File: config.mk
export PLATFORM = sky130hd
export DESIGN_NAME = frs_top
export DESIGN_NICKNAME = d
export VERILOG_FILES = /design/src/inc/frs_pkg.sv /design/src/rtl/frs_top.sv
export VERILOG_INCLUDE_DIRS = /design/src /design/src/inc
export SDC_FILE = /design/constraint.sdc
export NUM_CORES = 1
export LEC_CHECK = 0
export BUFFER_PORTS_ARGS = -buffer_cell sky130_fd_sc_hd__buf_4
export CAP_MARGIN = 30
export CORE_AREA = 2 2 128 130
export DETAILED_ROUTE_END_ITERATION = 10
export DIE_AREA = 0 0 130 132
export PLACE_DENSITY = 0.74
export SLEW_MARGIN = 30
export SYNTH_ARGS = -nofsm -noshare
export SYNTH_HDL_FRONTEND = slang
export SYNTH_SLANG_ARGS = --single-unit
File: constraint.sdc
create_clock -name clock_i -period 8.8 [get_ports clock_i]
set_clock_uncertainty 0.1 [all_clocks]
set_input_delay 1.76 -clock clock_i [delete_from_list [all_inputs] [get_ports clock_i]]
set_output_delay 1.76 -clock clock_i [all_outputs]
set_load 0.01 [all_outputs]
File: src/inc/frs_defs.svh
// What this block does
// Retry count limit zero disables automatic retry entirely.
// Limits 1 to 10 give that many retries; fault output quiet while retrying.
// Limits 101 to 110 give setting minus 100 retries; fault output raised.
// Wait time spans 0.1 to 600 s, default 1 s, from trip to retry.
// After the wait, clear the fault and restart from starting frequency.
// Consecutive failures reaching the limit raise retry-excess fault and stop retrying.
// Fault-free run over four wait times after restart counts one success.
// A successful retry clears the consecutive failure count.
// Reading the success counter returns the cumulative successful restarts.
// Writing zero to the success counter clears it.
// Retry-active flag high during retry; code 64 active high, 164 active low.
// Fault selection 0 to 5, default 0; unselected faults never retry.
// Selection 0 all, 1 overcurrent, 2 overvoltage, 3 both groups.
// Selection 4 the wider group list; selection 5 first and third overcurrent.
// Coasting time other than 9999 selects the power-failure restart procedure.
// A parameter storage fault at power-on is never retried.
// Only the first fault of a retry sequence is recorded.
// Retry reset keeps thermal and regeneration duty data, unlike power-on reset.
// Each trip before a retry is judged successful counts one failure.
`ifndef FRS_DEFS_SVH
`define FRS_DEFS_SVH

// ****************************************
// Register offsets
// ****************************************
`define FRS_A_SELECT 6'h00
`define FRS_A_LIMIT 6'h04
`define FRS_A_WAIT 6'h08
`define FRS_A_SUCCESS 6'h0c
`define FRS_A_COAST 6'h10
`define FRS_A_TERMINAL 6'h14
`define FRS_A_STATUS 6'h18
`define FRS_A_IRQ_STAT 6'h1c
`define FRS_A_IRQ_EN 6'h20
`define FRS_A_IRQ_CLR 6'h24
`define FRS_A_COMMAND 6'h28

// ****************************************
// Values and limits
// ****************************************
`define FRS_SELECT_DEF 3'h0
`define FRS_SELECT_MAX 3'h5
`define FRS_LIMIT_DEF 7'h00
`define FRS_LIMIT_QUIET_MAX 7'h0a
`define FRS_LIMIT_LOUD_MIN 7'h65
`define FRS_LIMIT_LOUD_MAX 7'h6e
`define FRS_LIMIT_OFFSET 7'h64
`define FRS_WAIT_DEF 13'h000a
`define FRS_WAIT_MIN 13'h0001
`define FRS_WAIT_MAX 13'h1770
`define FRS_COAST_OFF 14'h270f
`define FRS_COAST_DEF 14'h270f
`define FRS_TERM_HIGH 8'h40
`define FRS_TERM_LOW 8'ha4
`define FRS_JUDGE_SHIFT 2
`define FRS_SUCCESS_MAX 16'hffff

// ****************************************
// Selection masks, bit index is fault code
// ****************************************
`define FRS_MASK_ALL 16'hffff
`define FRS_MASK_OC 16'h0007
`define FRS_MASK_OV 16'h0038
`define FRS_MASK_OCOV 16'h003f
`define FRS_MASK_WIDE 16'hf33f
`define FRS_MASK_OC13 16'h0005

// ****************************************
// Interrupt bits and command fields
// ****************************************
`define FRS_IRQ_TRIP 0
`define FRS_IRQ_RETRY 1
`define FRS_IRQ_SUCCESS 2
`define FRS_IRQ_EXCESS 3
`define FRS_CMD_RESET 0

// ****************************************
// Timing: one wait step is 0.1 s
// ****************************************
`define FRS_WAIT_UNIT_NS 100000000
`define FRS_CLK_PERIOD_NS 10
`define FRS_TICK_CYCLES (`FRS_WAIT_UNIT_NS / `FRS_CLK_PERIOD_NS)

`endif

File: src/inc/frs_pkg.sv
package frs_pkg;

    // Sequencer states
    typedef enum logic [1:0] {
        ST_RUN = 2'b00,
        ST_WAIT = 2'b01,
        ST_JUDGE = 2'b10,
        ST_HALT = 2'b11
    } frs_state_t;

    // Fault classes reported by the detectors
    typedef enum logic [3:0] {
        F_OC_ACCEL = 4'h0,
        F_OC_CONST = 4'h1,
        F_OC_DECEL = 4'h2,
        F_OV_ACCEL = 4'h3,
        F_OV_CONST = 4'h4,
        F_OV_DECEL = 4'h5,
        F_THERM_MOTOR = 4'h6,
        F_THERM_TRANS = 4'h7,
        F_BRAKE = 4'h8,
        F_GROUND = 4'h9,
        F_EXT_THERM = 4'ha,
        F_PTC = 4'hb,
        F_STALL = 4'hc,
        F_PARAM_STORE = 4'hd,
        F_IN_PHASE = 4'he,
        F_OUT_CURRENT = 4'hf
    } frs_fault_t;

    // Trip report from the fault detectors
    typedef struct packed {
        logic valid;
        frs_fault_t code;
    } frs_trip_t;

    // Restart command toward the power stage
    typedef struct packed {
        logic valid;
        logic flying;
    } frs_restart_t;

endpackage

File: src/rtl/frs_top.sv
`timescale 1ns/1ps
`include "frs_defs.svh"

module frs_top #(
    parameter int unsigned TICK_CYCLES = `FRS_TICK_CYCLES
) (
    // Clock and reset
    input wire logic clock_i,
    input wire logic arst_n_i,
    // Register port
    input wire logic [5:0] addr_i,
    input wire logic [31:0] wdata_i,
    input wire logic wr_i,
    input wire logic rd_i,
    output logic [31:0] rdata_o,
    // Fault detectors
    input wire frs_pkg::frs_trip_t trip_i,
    input wire logic pe_at_power_on_i,
    // Power stage
    output logic fault_o,
    output logic fault_reset_o,
    output frs_pkg::frs_restart_t restart_o,
    output logic retry_excess_o,
    output logic retry_active_o,
    output logic [3:0] first_fault_o,
    output logic irq_o
);

    // ****************************************
    // Helper functions
    // ****************************************

    // Retries allowed by a limit setting
    function automatic logic [3:0] frs_allowed(input logic [6:0] lim);
        if (lim >= 7'h01 && lim <= `FRS_LIMIT_QUIET_MAX) begin
            return lim[3:0];
        end else if (lim >= `FRS_LIMIT_LOUD_MIN && lim <= `FRS_LIMIT_LOUD_MAX) begin
            return 4'(lim - `FRS_LIMIT_OFFSET);
        end else begin
            return 4'h0;
        end
    endfunction

    // Fault class eligible under a selection
    function automatic logic frs_eligible(input logic [2:0] sel, input logic [3:0] code);
        logic [15:0] mask;
        case (sel)
            3'h0: mask = `FRS_MASK_ALL;
            3'h1: mask = `FRS_MASK_OC;
            3'h2: mask = `FRS_MASK_OV;
            3'h3: mask = `FRS_MASK_OCOV;
            3'h4: mask = `FRS_MASK_WIDE;
            3'h5: mask = `FRS_MASK_OC13;
            default: mask = 16'h0000;
        endcase
        return mask[code];
    endfunction

    // Limit setting values that the block accepts
    function automatic logic frs_limit_ok(input logic [31:0] v);
        return v[31:7] == 25'h0 && (v[6:0] <= `FRS_LIMIT_QUIET_MAX ||
            (v[6:0] >= `FRS_LIMIT_LOUD_MIN && v[6:0] <= `FRS_LIMIT_LOUD_MAX));
    endfunction

    // ****************************************
    // Declarations
    // ****************************************
    frs_pkg::frs_state_t state_q, state_d;
    logic [2:0] select_q;
    logic [6:0] limit_q;
    logic [12:0] wait_q;
    logic [13:0] coast_q;
    logic pol_low_q;
    logic [15:0] success_q;
    logic [3:0] fail_q, fail_d;
    logic [23:0] tick_cnt_q;
    logic [14:0] timer_q;
    logic [3:0] irq_stat_q, irq_stat_d, irq_en_q, ev;
    logic first_valid_q, excess_q;
    logic tick, timer_done, wr_hit_cmd, cmd_reset, loud, retryable;
    logic [3:0] allowed;
    logic [14:0] judge_lim;
    logic [31:0] rd_mux;

    // ****************************************
    // Shared decode
    // ****************************************

    // Settings decoded for the sequencer
    assign allowed = frs_allowed(limit_q);
    assign loud = limit_q >= `FRS_LIMIT_LOUD_MIN;
    assign judge_lim = {wait_q, 2'b00} >> (2 - `FRS_JUDGE_SHIFT);
    assign wr_hit_cmd = wr_i && addr_i == `FRS_A_COMMAND;
    assign cmd_reset = wr_hit_cmd && wdata_i[`FRS_CMD_RESET];
    // A storage fault seen at power-on is excluded outright
    assign retryable = allowed != 4'h0 && frs_eligible(select_q, trip_i.code) &&
        !(trip_i.code == frs_pkg::F_PARAM_STORE && pe_at_power_on_i);

    // ****************************************
    // Timebase
    // ****************************************

    // 0.1 s tick, restarted on each state change so waits are exact
    always_ff @(posedge clock_i or negedge arst_n_i) begin
        if (!arst_n_i) begin
            tick_cnt_q <= 24'h0;
        end else if (state_d != state_q || tick) begin
            tick_cnt_q <= 24'h0;
        end else begin
            tick_cnt_q <= tick_cnt_q + 24'h1;
        end
    end
    assign tick = tick_cnt_q == 24'(TICK_CYCLES - 1);

    // Elapsed ticks in the current state
    always_ff @(posedge clock_i or negedge arst_n_i) begin
        if (!arst_n_i) begin
            timer_q <= 15'h0;
        end else if (state_d != state_q) begin
            timer_q <= 15'h0;
        end else if (tick) begin
            timer_q <= timer_q + 15'h1;
        end
    end

    // Greater-or-equal so a shortened setting cannot strand the wait
    always_comb begin
        timer_done = 1'b0;
        if (tick && state_q == frs_pkg::ST_WAIT) begin
            timer_done = 15'(timer_q + 15'h1) >= 15'(wait_q);
        end else if (tick && state_q == frs_pkg::ST_JUDGE) begin
            timer_done = timer_q >= judge_lim;
        end
    end

    // ****************************************
    // Retry sequencer
    // ****************************************

    // Next state, failure count and events
    always_comb begin
        state_d = state_q;
        fail_d = fail_q;
        ev = 4'h0;
        case (state_q)
            frs_pkg::ST_RUN: begin
                if (trip_i.valid) begin
                    ev[`FRS_IRQ_TRIP] = 1'b1;
                    fail_d = 4'h0;
                    state_d = retryable ? frs_pkg::ST_WAIT : frs_pkg::ST_HALT;
                end
            end
            frs_pkg::ST_WAIT: begin
                if (timer_done) begin
                    ev[`FRS_IRQ_RETRY] = 1'b1;
                    state_d = frs_pkg::ST_JUDGE;
                end
            end
            frs_pkg::ST_JUDGE: begin
                if (trip_i.valid) begin
                    ev[`FRS_IRQ_TRIP] = 1'b1;
                    fail_d = fail_q + 4'h1;
                    if (!retryable) begin
                        state_d = frs_pkg::ST_HALT;
                    end else if (fail_d >= allowed) begin
                        ev[`FRS_IRQ_EXCESS] = 1'b1;
                        state_d = frs_pkg::ST_HALT;
                    end else begin
                        state_d = frs_pkg::ST_WAIT;
                    end
                end else if (timer_done) begin
                    ev[`FRS_IRQ_SUCCESS] = 1'b1;
                    fail_d = 4'h0;
                    state_d = frs_pkg::ST_RUN;
                end
            end
            frs_pkg::ST_HALT: begin
                if (cmd_reset) begin
                    fail_d = 4'h0;
                    state_d = frs_pkg::ST_RUN;
                end
            end
            default: begin
                state_d = frs_pkg::ST_RUN;
            end
        endcase
    end

    // Sequencer state
    always_ff @(posedge clock_i or negedge arst_n_i) begin
        if (!arst_n_i) begin
            state_q <= frs_pkg::ST_RUN;
            fail_q <= 4'h0;
        end else begin
            state_q <= state_d;
            fail_q <= fail_d;
        end
    end

    // First fault of a sequence only; later trips leave it alone
    always_ff @(posedge clock_i or negedge arst_n_i) begin
        if (!arst_n_i) begin
            first_fault_o <= 4'h0;
            first_valid_q <= 1'b0;
        end else if (state_q == frs_pkg::ST_RUN && trip_i.valid) begin
            first_fault_o <= trip_i.code;
            first_valid_q <= 1'b1;
        end
    end

    // Excess fault stands until software resets the drive
    always_ff @(posedge clock_i or negedge arst_n_i) begin
        if (!arst_n_i) begin
            excess_q <= 1'b0;
        end else if (ev[`FRS_IRQ_EXCESS]) begin
            excess_q <= 1'b1;
        end else if (cmd_reset) begin
            excess_q <= 1'b0;
        end
    end
    assign retry_excess_o = excess_q;

    // ****************************************
    // Drive outputs
    // ****************************************

    // Fault, flag and restart command, all registered
    always_ff @(posedge clock_i or negedge arst_n_i) begin
        if (!arst_n_i) begin
            fault_o <= 1'b0;
            retry_active_o <= 1'b0;
            fault_reset_o <= 1'b0;
            restart_o <= '0;
        end else begin
            fault_o <= state_d == frs_pkg::ST_HALT ||
                (state_d == frs_pkg::ST_WAIT && loud);
            retry_active_o <= (state_d == frs_pkg::ST_WAIT) ^ pol_low_q;
            // Soft reset: the stage keeps thermal and duty history
            fault_reset_o <= ev[`FRS_IRQ_RETRY];
            restart_o.valid <= ev[`FRS_IRQ_RETRY];
            restart_o.flying <= coast_q != `FRS_COAST_OFF;
        end
    end

    // ****************************************
    // Settings registers
    // ****************************************

    // Out-of-range select, limit, wait and terminal writes are dropped; coast and interrupt enable writes are taken unchecked
    always_ff @(posedge clock_i or negedge arst_n_i) begin
        if (!arst_n_i) begin
            select_q <= `FRS_SELECT_DEF;
            limit_q <= `FRS_LIMIT_DEF;
            wait_q <= `FRS_WAIT_DEF;
            coast_q <= `FRS_COAST_DEF;
            pol_low_q <= 1'b0;
            irq_en_q <= 4'h0;
        end else if (wr_i) begin
            case (addr_i)
                `FRS_A_SELECT: begin
                    if (wdata_i <= 32'(`FRS_SELECT_MAX)) begin
                        select_q <= wdata_i[2:0];
                    end
                end
                `FRS_A_LIMIT: begin
                    if (frs_limit_ok(wdata_i)) begin
                        limit_q <= wdata_i[6:0];
                    end
                end
                `FRS_A_WAIT: begin
                    if (wdata_i >= 32'(`FRS_WAIT_MIN) && wdata_i <= 32'(`FRS_WAIT_MAX)) begin
                        wait_q <= wdata_i[12:0];
                    end
                end
                `FRS_A_COAST: coast_q <= wdata_i[13:0];
                `FRS_A_TERMINAL: begin
                    if (wdata_i == 32'(`FRS_TERM_HIGH)) begin
                        pol_low_q <= 1'b0;
                    end else if (wdata_i == 32'(`FRS_TERM_LOW)) begin
                        pol_low_q <= 1'b1;
                    end
                end
                `FRS_A_IRQ_EN: irq_en_q <= wdata_i[3:0];
                default: begin
                end
            endcase
        end
    end

    // Success counter saturates; a success beside a clear still counts
    always_ff @(posedge clock_i or negedge arst_n_i) begin
        if (!arst_n_i) begin
            success_q <= 16'h0;
        end else if (wr_i && addr_i == `FRS_A_SUCCESS && wdata_i == 32'h0) begin
            success_q <= {15'h0, ev[`FRS_IRQ_SUCCESS]};
        end else if (ev[`FRS_IRQ_SUCCESS] && success_q != `FRS_SUCCESS_MAX) begin
            success_q <= success_q + 16'h1;
        end
    end

    // ****************************************
    // Interrupts
    // ****************************************

    // Sticky status, set wins over clear
    always_comb begin
        irq_stat_d = irq_stat_q;
        if (wr_i && addr_i == `FRS_A_IRQ_CLR) begin
            irq_stat_d = irq_stat_q & ~wdata_i[3:0];
        end
        irq_stat_d = irq_stat_d | ev;
    end

    always_ff @(posedge clock_i or negedge arst_n_i) begin
        if (!arst_n_i) begin
            irq_stat_q <= 4'h0;
            irq_o <= 1'b0;
        end else begin
            irq_stat_q <= irq_stat_d;
            irq_o <= |(irq_stat_d & irq_en_q);
        end
    end

    // ****************************************
    // Read port
    // ****************************************

    // Read data stand only in the cycle after the strobe
    always_comb begin
        case (addr_i)
            `FRS_A_SELECT: rd_mux = {29'h0, select_q};
            `FRS_A_LIMIT: rd_mux = {25'h0, limit_q};
            `FRS_A_WAIT: rd_mux = {19'h0, wait_q};
            `FRS_A_SUCCESS: rd_mux = {16'h0, success_q};
            `FRS_A_COAST: rd_mux = {18'h0, coast_q};
            `FRS_A_TERMINAL: rd_mux = pol_low_q ? 32'(`FRS_TERM_LOW) : 32'(`FRS_TERM_HIGH);
            `FRS_A_STATUS: rd_mux = {19'h0, first_valid_q, first_fault_o, fail_q,
                excess_q, 1'b0, state_q};
            `FRS_A_IRQ_STAT: rd_mux = {28'h0, irq_stat_q};
            `FRS_A_IRQ_EN: rd_mux = {28'h0, irq_en_q};
            default: rd_mux = 32'h0;
        endcase
    end

    always_ff @(posedge clock_i or negedge arst_n_i) begin
        if (!arst_n_i) begin
            rdata_o <= 32'h0;
        end else begin
            rdata_o <= rd_i ? rd_mux : 32'h0;
        end
    end
endmodule
-- Word level (Yosys, flattened, before mapping)
Cells that the tools add are included.
- $add $sub $neg: 5
- magnitude comparators: 14
- eq/ne operators: 30
- muxes and demuxes: 43
- bitwise gates (word level): 5
- reductions and logical operators: 42
- operators with widths (cell ; number):
    $pmux 16 s9 ; 1
    $pmux 16 s6 ; 1
    $eq 32x7->1 const B ; 1
    $eq 32x8->1 const B ; 1
    $ge 32x1->1 const B ; 1
    $le 32x13->1 const B ; 1
    $le 32x3->1 const B ; 1
    $logic_not 32->1 ; 1
    $mux 16 ; 2
    $mux 32 ; 1
    $mux 15 ; 2
    $mux 4 ; 7
    $logic_not 25->1 ; 1
    $add 24x1->24 const B ; 1
    $eq 24x24->1 const B ; 1
    $eq 6x5->1 const B ; 4
    $mux 24 ; 1
    $eq 6x6->1 const B ; 3
    $logic_and 1x1->1 ; 18
    $mux 2 ; 9
    $add 16x1->16 const B ; 1
    $ne 16x16->1 const B ; 1
    $add 15x1->15 const B ; 1
    $ge 15x13->1 ; 1
    other kinds (43) ; 77
- bits in registers: 150
- input bits: 48
- output and inout bits: 43
- logic and storage cells: 160

-- Depth between registers and ports, before layout
Gate-level depths: netlist of the first run.
- depth after elaboration: 13
- depth in mapped cells: 18
- mapped depth without buffers: 16

-- Worst setup path before layout of the first run
Ideal clock, no wire load.
- path type: input-to-reg
- start: input port addr_i[1]
- end: register limit_q[1]
- setup time: 125 ps
- arrival time: 3449 ps
- data required time: 8575 ps
- path slack: 5126 ps
- stages on the path: 6
- path buffers: 0
- cell sequence: nor2_2 > nand3b_1 > nor3_2 > nand2_1 > a2111oi_4 > mux2_2
- cells in the longest elaborated chain, start to end: 2
- RTL lines (what ; line ; text):
    start, declared ; frs_top.sv:11 ; input wire logic [5:0] addr_i,
    $eq 6x3->1 ; frs_top.sv:259 ; case (addr_i)
    $reduce_and 3->1 (no source line) ; n/a ;
    end signal, assigned ; frs_top.sv:253 ; limit_q <= `FRS_LIMIT_DEF;
    end signal, assigned ; frs_top.sv:267 ; limit_q <= wdata_i[6:0];
    end, declared ; frs_top.sv:70 ; logic [6:0] limit_q;
Every way passes these cells.
A chain may end at the register's enable or synchronous reset.

-- Final worst setup path of the first run
- start: input port addr_i[1]
- end: register limit_q[6]
The elaborated chain is that of the path after synthesis.

==> reports/results.ini, run 1 <==
[logic_synthesis]
synth-seq-cells=134
yosys.area.top_type=dfrtp_1
synth.avg_cell_area_sq_um=9.72
synthTopCellsByArea=dfrtp_1, ha_1, mux2_2
synth_seq_area_share_pct=43.2
synth_top_area_share_pct=39.8
yosys-top-cells-count=dfrtp_1, nor2_1, nand2_1
async_reset_ff_share_pct=100
yosysWarnings=0
synthCells=802
synth_most_common_cell=dfrtp_1
netlist_area_sq_mm=0.00779
yosys_most_used_dff=dfrtp_1
synth_edf_count=0
synth_cell_types=80

[cts]
cts-resized-gates=0
cts_made_buffers=17
cts_tree=done
clock_latency_ps=430
clockBufferDepth=2
cts_setup_buffers=0
path_clk_slew_ps=60
cts_hold_buf=0
h-tree-depth=4
clkSinkCount=134
cts-root-buf=clkbuf_16

[route]
drc=0
wl_mm=20.2
drt-wirelength-per-cell_um=18.3
vias=6418
first_pass_iters=6
detail-route-antenna-nets=0
initialDrtViolationCount=574
via_per_inst=5.83

[sta]
hold_viol=0
period_share_pct=43.0
rsz0062_at_grt=no
finalMaxSlewViolations=0
worst_hold_slack_ps=389
worst_pin_slew_ps=966
layout_setup_ws_ps=5010
tns_ps=0
setup_viol_count_final=0
finalCriticalPeriod_ps=3790
fmax_ghz=0.264
relSlewSlack_pct=35.4

[critical_path]
cp_slowest_cell=a2111oi_4
cp-end-kind=flip-flop
crit_type=primary input to flip-flop
crit_family=simple AND/OR/NAND/NOR gates
crit_arrival_ps=4000
critical_path.cell_chain=buf_4, nor2_2, nand3b_1, nor3_2, nand2_1, a2111oi_4, mux2_2
start_kind=primary input
path_max_fanout=10
crit_buf_inv=1
worstPathRequired_ps=9020
reg2reg_slack_ps=5070
max_stage_delay_ps=650

[cells_and_area]
design_area_sq_mm=0.00911
drive_above_1_share_pct=21.0
nNetsFinal=957
final_util_pct=58.0
num_antenna_cells=0
fill_cells=1351
syn_to_final_growth_pct=16.9

[global_route]
grt_pass1_wl_mm=32.5
overflow=0
grt_pass1_vias=6285
grt_max_degree=72
grt_use_total_pct=24.3
antenna_found_initial=0

[floorplan]
ios=91
dieArea_sq_mm=0.0172
coreArea_sq_mm=0.0157
die_w_um=130
rows=46
start_util_pct=49.6
fp.dieH_um=132

[placed_design]
placed_area_sq_mm=0.00846
dpl_worst_slack_ps=4660
gp_congestion=0.987
hpwlAfterDp_mm=14.5
port_buffers=74

[power]
p_int_w=0.00128
leakagePower_nw=4.05
power_density_mw_per_mm2=192
p_clk_share_pct=44.2
ir_worst_vdd_mv=0.149
pwr-share-seq_pct=42.0
p_sw_share_pct=27.0
netSwitchingPower_w=0.000473
pwr-share-comb_pct=13.8

[run_status]
status=complete, no violations

[job]
max_cap_violations=0

[worst_hold_path]
min_path_type=flip-flop to flip-flop

registers in the layout (all words and copies together) (netlist names), 2 cells and up:
| name | count |
|---|---|
| fail_q | 4 |
| select_q | 3 |
| coast_q | 14 |
| rdata_o | 16 |
| success_q | 16 |
| first_fault_o | 4 |
| restart_o | 2 |
| irq_stat_q | 4 |
| limit_q | 7 |
| irq_en_q | 4 |
| wait_q | 13 |
| state_q | 2 |
| timer_q | 15 |
| tick_cnt_q | 24 |
metrics by stage:
step,instances,total power (W)
after floorplan,817,0.000885
after detailed placement,1068,0.000988
after CTS,1100,0.00176
after global placement,1068,0.000983
after global routing,1100,0.00182
final,1100,0.00175
path summary, 6_finish.rpt:
kind                                    start       endpoint  depth (start not counted)
worst min register to register  first_valid_q  first_valid_q                          1
worst max-delay path                addr_i[1]     limit_q[6]                          7
min in group asynchronous            arst_n_i    irq_en_q[1]                          1
max in group asynchronous            arst_n_i  tick_cnt_q[5]                          2
worst max register to register     limit_q[3]        fault_o                         15
worst min-delay path            first_valid_q  first_valid_q                          1
power by group through the flow:
stage	logic, W	registers [W]	clock network, W
final	0.000242	0.000736	0.000775
after global routing	0.000267	0.000744	0.000811
after CTS	0.000243	0.000736	0.000782
after detailed placement	0.000243	0.000745	0
after global placement	0.000238	0.000745	0
after floorplan	0.000162	0.000723	0
area by class of cell:
cell class | instances | area (sq um) | share of cell area, %
clock buffer | 21 | 470 | 5.17
clock inverter | 11 | 170 | 1.87
inverter | 35 | 131 | 1.44
multi-input combinational | 605 | 4110 | 45.1
sequential | 134 | 3370 | 37.0
tap | 216 | 270 | 2.97
timing repair buffer | 78 | 593 | 6.51
cell families after synthesis:
kind of cell               Yosys count  share of synthesized area (%)
adders and majority gates           38                           6.10
buffers and inverters               78                           4.95
AOI/OAI and AO/OA                  139                           12.9
muxes                               41                           5.86
DFF                                134                           43.2
xor gates and xnor gates            63                           7.08
and+or+nand+nor                    308                           19.8
other                                1                         0.0481
layer usage:
layer / routed length [um] / global-route usage (%)
met1: 8680 / 33.4
met2: 9320 / 36.7
met3: 1430 / 5.60
met4: 732 / 10.5
met5: 0 / 0
cells in the final DEF, fill, tap and decap left out, drive strengths merged, types with 5 or more instances in the layout:
cell type / n
conb: 16
xor2: 28
inv: 37
and3: 11
nand3: 39
nand2: 61
a21o: 6
a222oi: 11
clkbuf: 21
or3: 5
and4: 7
nand4: 16
buf: 78
dfstp: 10
o21ai: 29
nor4: 14
a21oi: 30
a221oi: 8
o211ai: 8
ha: 38
dfrtp: 124
a211oi: 10
mux2: 37
nor3: 23
xnor2: 35
nor2: 99
nor2b: 7
No activity file was read; power rests on OpenSTA's default activity.
==> run 2, diff against run 1 <==
--- a/config.mk
+++ b/config.mk
@@ -11,7 +11,7 @@
 export CORE_AREA = 2 2 128 130
 export DETAILED_ROUTE_END_ITERATION = 10
 export DIE_AREA = 0 0 130 132
-export PLACE_DENSITY = 0.74
+export PLACE_DENSITY = 0.77
 export SLEW_MARGIN = 30
 export SYNTH_ARGS = -nofsm -noshare
 export SYNTH_HDL_FRONTEND = slang
==> constraint.sdc (replaced) <==
create_clock -name clock_i -period 3.2 [get_ports clock_i]
set_clock_uncertainty 0.1 [all_clocks]
set_input_delay 0.64 -clock clock_i [delete_from_list [all_inputs] [get_ports clock_i]]
set_output_delay 0.64 -clock clock_i [all_outputs]
set_load 0.01 [all_outputs]
==> run 2 against run 1 <==
Effect of this change: the flow now finishes with violations (negative setup slack); power grew to 2.7 times the previous value; cell count grew 5.1%; design area rose by 6.9%; utilization increased by 4.0 points; sequential cell count stayed put; sequential power grew to 2.7 times the previous value; clock-buffer cell count is 2 higher; critical path type is now flip-flop to flip-flop; largest cell class unchanged.
==> reports/results.ini, run 2 (synthesis gave the netlist of run 1 again) <==
[cts]
cts-root-buf=clkbuf_16  ; unchanged
clockBufferDepth=2  ; unchanged
path_clk_slew_ps=60  ; about the same
cts_made_buffers=17  ; unchanged
h-tree-depth=4  ; unchanged
clock_latency_ps=440  ; was 430 ps
cts_tree=done  ; unchanged
clkSinkCount=134  ; unchanged

[cells_and_area]
top_register=tick_cnt_q  ; unchanged
drive_above_1_share_pct=29.5  ; was 21.0%
most-common-layout-cells=buf_4, dfrtp_1, nor2_1, nand2_1, mux2_2  ; was dfrtp_1, nor2_1, buf_4, nand2_1, nand3_1
largestRegisters=tick_cnt_q (24), rdata_o (16), success_q (16)  ; unchanged
nNetsFinal=1013  ; was 957
design_area_sq_mm=0.00974  ; was 0.00911 sq mm
largest_reg_flops=24  ; unchanged
syn_to_final_growth_pct=25.0  ; was 16.9%
layoutNonFillerInstCount=1156  ; was 1100
final_common_cell=buf_4  ; was dfrtp_1
fill_cells=1278  ; was 1351
num_antenna_cells=0  ; unchanged

[critical_path]
start_kind=flip-flop  ; was primary input
cp-end-kind=flip-flop  ; unchanged
reg2reg_slack_ps=-100  ; was 5070 ps
path_max_fanout=8  ; was 10
crit_type=flip-flop to flip-flop  ; was primary input to flip-flop
worstPathRequired_ps=3460  ; was 9020 ps
crit_arrival_ps=3560  ; was 4000 ps

[sta]
period_share_pct=103
finalMaxSlewViolations=0  ; unchanged
worst_hold_slack_ps=124  ; was 389 ps
worst_pin_slew_ps=813  ; was 966 ps
fmax_ghz=0.303
tns_ps=-1030  ; was 0 ps
setup_viol_count_final=19  ; was 0
layout_setup_ws_ps=-102  ; was 5010 ps
hold_viol=0  ; unchanged
finalCriticalPeriod_ps=3300
rsz0062_at_grt=yes  ; was no
relSlewSlack_pct=45.3  ; was 35.4%

[placed_design]
dpl_worst_slack_ps=-49.9  ; was 4660 ps
hpwlAfterDp_mm=15.2  ; was 14.5 mm
placedCellCount=1111  ; was 1068
port_buffers=74  ; unchanged
gp_congestion=0.957  ; was 0.987
placed_area_sq_mm=0.00879  ; was 0.00846 sq mm

[floorplan]
dieArea_sq_mm=0.0172  ; unchanged
start_util_pct=49.6  ; unchanged
rows=46  ; unchanged
ios=91  ; unchanged
fp.dieH_um=132  ; unchanged
die_w_um=130  ; unchanged
coreArea_sq_mm=0.0157  ; unchanged

[power]
leakagePower_nw=4.34  ; was 4.05 nW
power_density_mw_per_mm2=485  ; was 192 mW/mm^2
ir_worst_vdd_mv=0.426  ; was 0.149 mV

[global_route]
grt_max_degree=74  ; was 72
overflow=0  ; unchanged
grt_pass1_vias=6500  ; was 6285
grt_use_total_pct=25.6  ; was 24.3%
antenna_found_initial=0  ; unchanged
grt_pass1_wl_mm=34.1  ; was 32.5 mm

[worst_hold_path]
min_path_type=primary input to asynchronous set/reset pin  ; was flip-flop to flip-flop

[run_status]
status=complete, but fails checks  ; was complete, no violations
violations=negative setup slack

[route]
via_per_inst=5.98  ; was 5.83
met3_length_mm=1.94  ; was 1.43 mm
first_pass_iters=5  ; was 6
m1WireLength_mm=8.88  ; was 8.68 mm
initialDrtViolationCount=675  ; was 574
routed.top_layer=met4  ; unchanged
detail-route-antenna-nets=0  ; unchanged
vias=6913  ; was 6418
wl_mm=21.7  ; was 20.2 mm
drc=0  ; unchanged
drt-wirelength-per-cell_um=18.7  ; was 18.3 um
wl_met2_mm=10.1  ; was 9.32 mm

[job]
max_cap_violations=0  ; unchanged

==> run 2: final cells by class <==
| class | instances | area (sq um) | share of cell area, % |
|---|---|---|---|
| clock buffer | 23 | 478 | 4.91 |
| clock inverter | 9 | 101 | 1.04 |
| inverter | 35 | 131 | 1.35 |
| multi-input combinational | 606 | 4360 | 44.8 |
| sequential | 134 | 3370 | 34.6 |
| tap | 216 | 270 | 2.78 |
| timing repair buffer | 133 | 1030 | 10.6 |
==> run 2: timing repair <==
item / 4_1_cts / 5_1_grt
endpoints found under the setup margin: 19 / 22
gates cloned: 1 / 0
buffers inserted: 6 / 7
gates resized for setup: 28 / 31
hold buffers: 0 / 0
pin swaps: 13 / 37
==> run 2: final timing paths <==
kind | start | endpoint | cells after the start
max in group asynchronous | arst_n_i | coast_q[9] | 2
worst max-delay path | timer_q[0] | timer_q[5] | 15
worst max register to register | timer_q[0] | timer_q[5] | 15
worst min-delay path | arst_n_i | select_q[1] | 1
worst min register to register | first_valid_q | first_valid_q | 1
min in group clock_i | wdata_i[13] | coast_q[13] | 2
==> run 2: worst max-delay path: stages, from the launching register on <==
cell and delay [ps]:
dfrtp_1 380, buf_4 140, ha_4 140, nand3_4 100
nor2_4 130, buf_4 130, nand2_2 80, xnor2_2 180
ha_1 340, a211oi_2 250, o21ai_1 80, o211ai_1 130
nand3_2 150, and3_4 240, a221o_2 480, nor2_1 160
==> run 2: metrics by stage <==
step           power (W)  utilization (%)
6_report         0.00473             62.0
5_1_grt          0.00489             62.0
4_1_cts          0.00471             60.8
3_5_place_dp     0.00273             56.0
3_3_place_gp     0.00271             56.0
2_1_floorplan    0.00243                -
==> run 2: per-layer routing <==
layer / up-vias / global-route usage [%]
met4: 0 / 9.62
met2: 395 / 39.3
li1: 3106 / -
met3: 69 / 6.09
met1: 3343 / 35.1
met5: - / 0
==> run 2: report_power, final <==
group,switching (W),total [W],leakage [nW],internal [W]
combinational,0.000428,0.000778,2.29,0.000350
clock,0.000733,0.00193,0.287,0.00120
sequential,0.000165,0.00201,1.76,0.00185
==> run 3, diff against run 2 <==
--- a/config.mk
+++ b/config.mk
@@ -12,6 +12,7 @@
 export DETAILED_ROUTE_END_ITERATION = 10
 export DIE_AREA = 0 0 130 132
 export PLACE_DENSITY = 0.77
+export SETUP_SLACK_MARGIN = 0.3
 export SLEW_MARGIN = 30
 export SYNTH_ARGS = -nofsm -noshare
 export SYNTH_HDL_FRONTEND = slang
==> run 3 against run 2 <==
Effect of this change: the flow now finishes without violations; non-clock buffer count is 20 lower; cell count is 1.7% lower; critical path type unchanged; clock power about the same; power down 0.24%; critical path depth shrank 1; setup slack better by 120 ps; largest cell class unchanged; highest routed layer unchanged; critical endpoint is now timer_q[0]; global-route usage down 0.26 points; routed wire length shrank 3.3%.
==> reports/results.ini, run 3 (synthesis gave the netlist of run 1 again) <==
[route]
vias=6614  ; was 6913
drt-wirelength-per-cell_um=18.4  ; was 18.7 um
first_pass_iters=8  ; was 5
wl_met2_mm=9.74  ; was 10.1 mm
drc=0  ; unchanged
routed.top_layer=met4  ; unchanged
detail-route-antenna-nets=0  ; unchanged
m1WireLength_mm=8.83  ; was 8.88 mm
wl_mm=21.0  ; was 21.7 mm
initialDrtViolationCount=596  ; was 675
met3_length_mm=1.72  ; was 1.94 mm
via_per_inst=5.82  ; was 5.98

[cells_and_area]
fill_cells=1330  ; was 1278
syn_to_final_growth_pct=22.5  ; was 25.0%
drive_above_1_share_pct=27.8  ; was 29.5%
most-common-layout-cells=dfrtp_1, buf_4, nor2_1, nand2_1, mux2_2  ; was buf_4, dfrtp_1, nor2_1, nand2_1, mux2_2
final_common_cell=dfrtp_1  ; was buf_4
largest_reg_flops=24  ; unchanged
final_util_pct=60.7  ; was 62.0%
top_register=tick_cnt_q  ; unchanged
num_antenna_cells=0  ; unchanged
largestRegisters=tick_cnt_q (24), rdata_o (16), success_q (16)  ; unchanged
nNetsFinal=993  ; was 1013
layoutNonFillerInstCount=1136  ; was 1156

[critical_path]
crit_arrival_ps=3390  ; was 3560 ps
start_kind=flip-flop  ; unchanged
path_max_fanout=8  ; unchanged
crit_type=flip-flop to flip-flop  ; unchanged
cp-end-kind=flip-flop  ; unchanged
worstPathRequired_ps=3410  ; was 3460 ps

[cts]
cts-root-buf=clkbuf_16  ; unchanged
clock_latency_ps=430  ; was 440 ps
clockBufferDepth=2  ; unchanged
cts_tree=done  ; unchanged
h-tree-depth=4  ; unchanged
cts_made_buffers=17  ; unchanged
path_clk_slew_ps=60  ; about the same
clkSinkCount=134  ; unchanged

[worst_hold_path]
min_path_type=primary input to asynchronous set/reset pin  ; unchanged

[global_route]
grt_pass1_vias=6487  ; was 6500
overflow=0  ; unchanged
antenna_found_initial=0  ; unchanged
grt_pass1_wl_mm=33.5  ; was 34.1 mm
grt_max_degree=69  ; was 74
grt_use_total_pct=25.3  ; was 25.6%

[job]
max_cap_violations=0  ; unchanged

[sta]
worst_hold_slack_ps=15.1  ; was 124 ps
setup_viol_count_final=0  ; was 19
fmax_ghz=0.315  ; was 0.303 GHz
period_share_pct=99.4  ; was 103%
worst_pin_slew_ps=957  ; was 813 ps
finalCriticalPeriod_ps=3180  ; was 3300 ps
hold_viol=0  ; unchanged
finalMaxSlewViolations=0  ; unchanged
tns_ps=0  ; was -1030 ps
rsz0062_at_grt=yes  ; unchanged
relSlewSlack_pct=36.0  ; was 45.3%

[power]
pwr-share-seq_pct=42.5  ; was 42.6%
ir_worst_vdd_mv=0.468  ; was 0.426 mV
pwr-share-comb_pct=16.0  ; was 16.5%
p_int_w=0.00335  ; was 0.00340 W
p_sw_share_pct=28.9  ; was 28.1%
p_clk_share_pct=41.5  ; was 40.9%
netSwitchingPower_w=0.00136  ; was 0.00133 W
power_density_mw_per_mm2=494  ; was 485 mW/mm^2
power.total_w=0.00471  ; was 0.00473 W
leakagePower_nw=4.23  ; was 4.34 nW

[placed_design]
placedCellCount=1089  ; was 1111
gp_congestion=0.937  ; was 0.957
port_buffers=74  ; unchanged
hpwlAfterDp_mm=14.8  ; was 15.2 mm

[run_status]
status=complete, no violations  ; was complete, but fails checks

[floorplan]
fp.dieH_um=132  ; unchanged
coreArea_sq_mm=0.0157  ; unchanged
dieArea_sq_mm=0.0172  ; unchanged
rows=46  ; unchanged
ios=91  ; unchanged
start_util_pct=49.6  ; unchanged
die_w_um=130  ; unchanged

-- run 3: path summary, 6_finish.rpt --
| check | from | end | slack (ps) | depth (start not counted) |
|---|---|---|---|---|
| min | arst_n_i | select_q[2] | 20 | 1 |
| max | limit_q[2] | timer_q[0] | 20 | 14 |
| max in group asynchronous | arst_n_i | coast_q[9] | 2250 | 2 |
| min in group clock_i | wdata_i[13] | coast_q[13] | 360 | 2 |
| max reg2reg | limit_q[2] | timer_q[0] | 20 | 14 |
| min reg2reg | first_valid_q | first_valid_q | 380 | 1 |
-- run 3: worst max-delay path, cell delays in order (launching register included) --
cell and delay (ps):
dfrtp_2 450, inv_2 100, ha_4 140, a31oi_4 80, a211o_4 350, a21oi_2 140
ha_1 240, nand2b_4 130, a21o_1 150, a211o_2 290, o211ai_1 90, o211ai_1 140
nor2_2 220, a221o_2 340, nor2_1 80
-- run 3: layout make-up --
type	instances	area (sq um)	share of cell area, %
repair buffers	113	868	9.10
well taps	216	270	2.83
inverters	35	134	1.40
multi-input cells	606	4310	45.2
clock inverters	14	149	1.56
flip-flops and latches	134	3370	35.3
clock buffers	18	439	4.60
-- run 3: per-stage QoR --
step	cell area, sq um	setup WS, ps
after floorplan	7920	123
after global placement	8690	72.8
after detailed placement	8700	-110
after CTS	9460	35.3
after global routing	9540	-169
final	9540	20.4
-- run 3: power groups by stage --
| stage | logic, W | clock network, W | registers, W |
|---|---|---|---|
| 6_report | 0.000754 | 0.00196 | 0.00200 |
| 5_1_grt | 0.000826 | 0.00205 | 0.00202 |
| 4_1_cts | 0.000750 | 0.00198 | 0.00200 |
| 3_5_place_dp | 0.000703 | 0 | 0.00203 |
| 3_3_place_gp | 0.000683 | 0 | 0.00203 |
| 2_1_floorplan | 0.000457 | 0 | 0.00199 |
-- run 3: timing repair --
action                                  in CTS  in global routing
pin swaps                                   14                 10
hold buffers                                 0                  0
endpoints found under the setup margin      28                 30
buffers inserted                            10                  4
endpoints found under the hold margin        0                  0
gates resized for setup                     24                 11
gates cloned                                 1                  0
-- run 3: routing by layer --
metal	track usage, %	up-vias
met5	0	-
met4	10.9	0
met3	7.10	53
met2	39.0	305
met1	33.3	3181
li1	-	3075
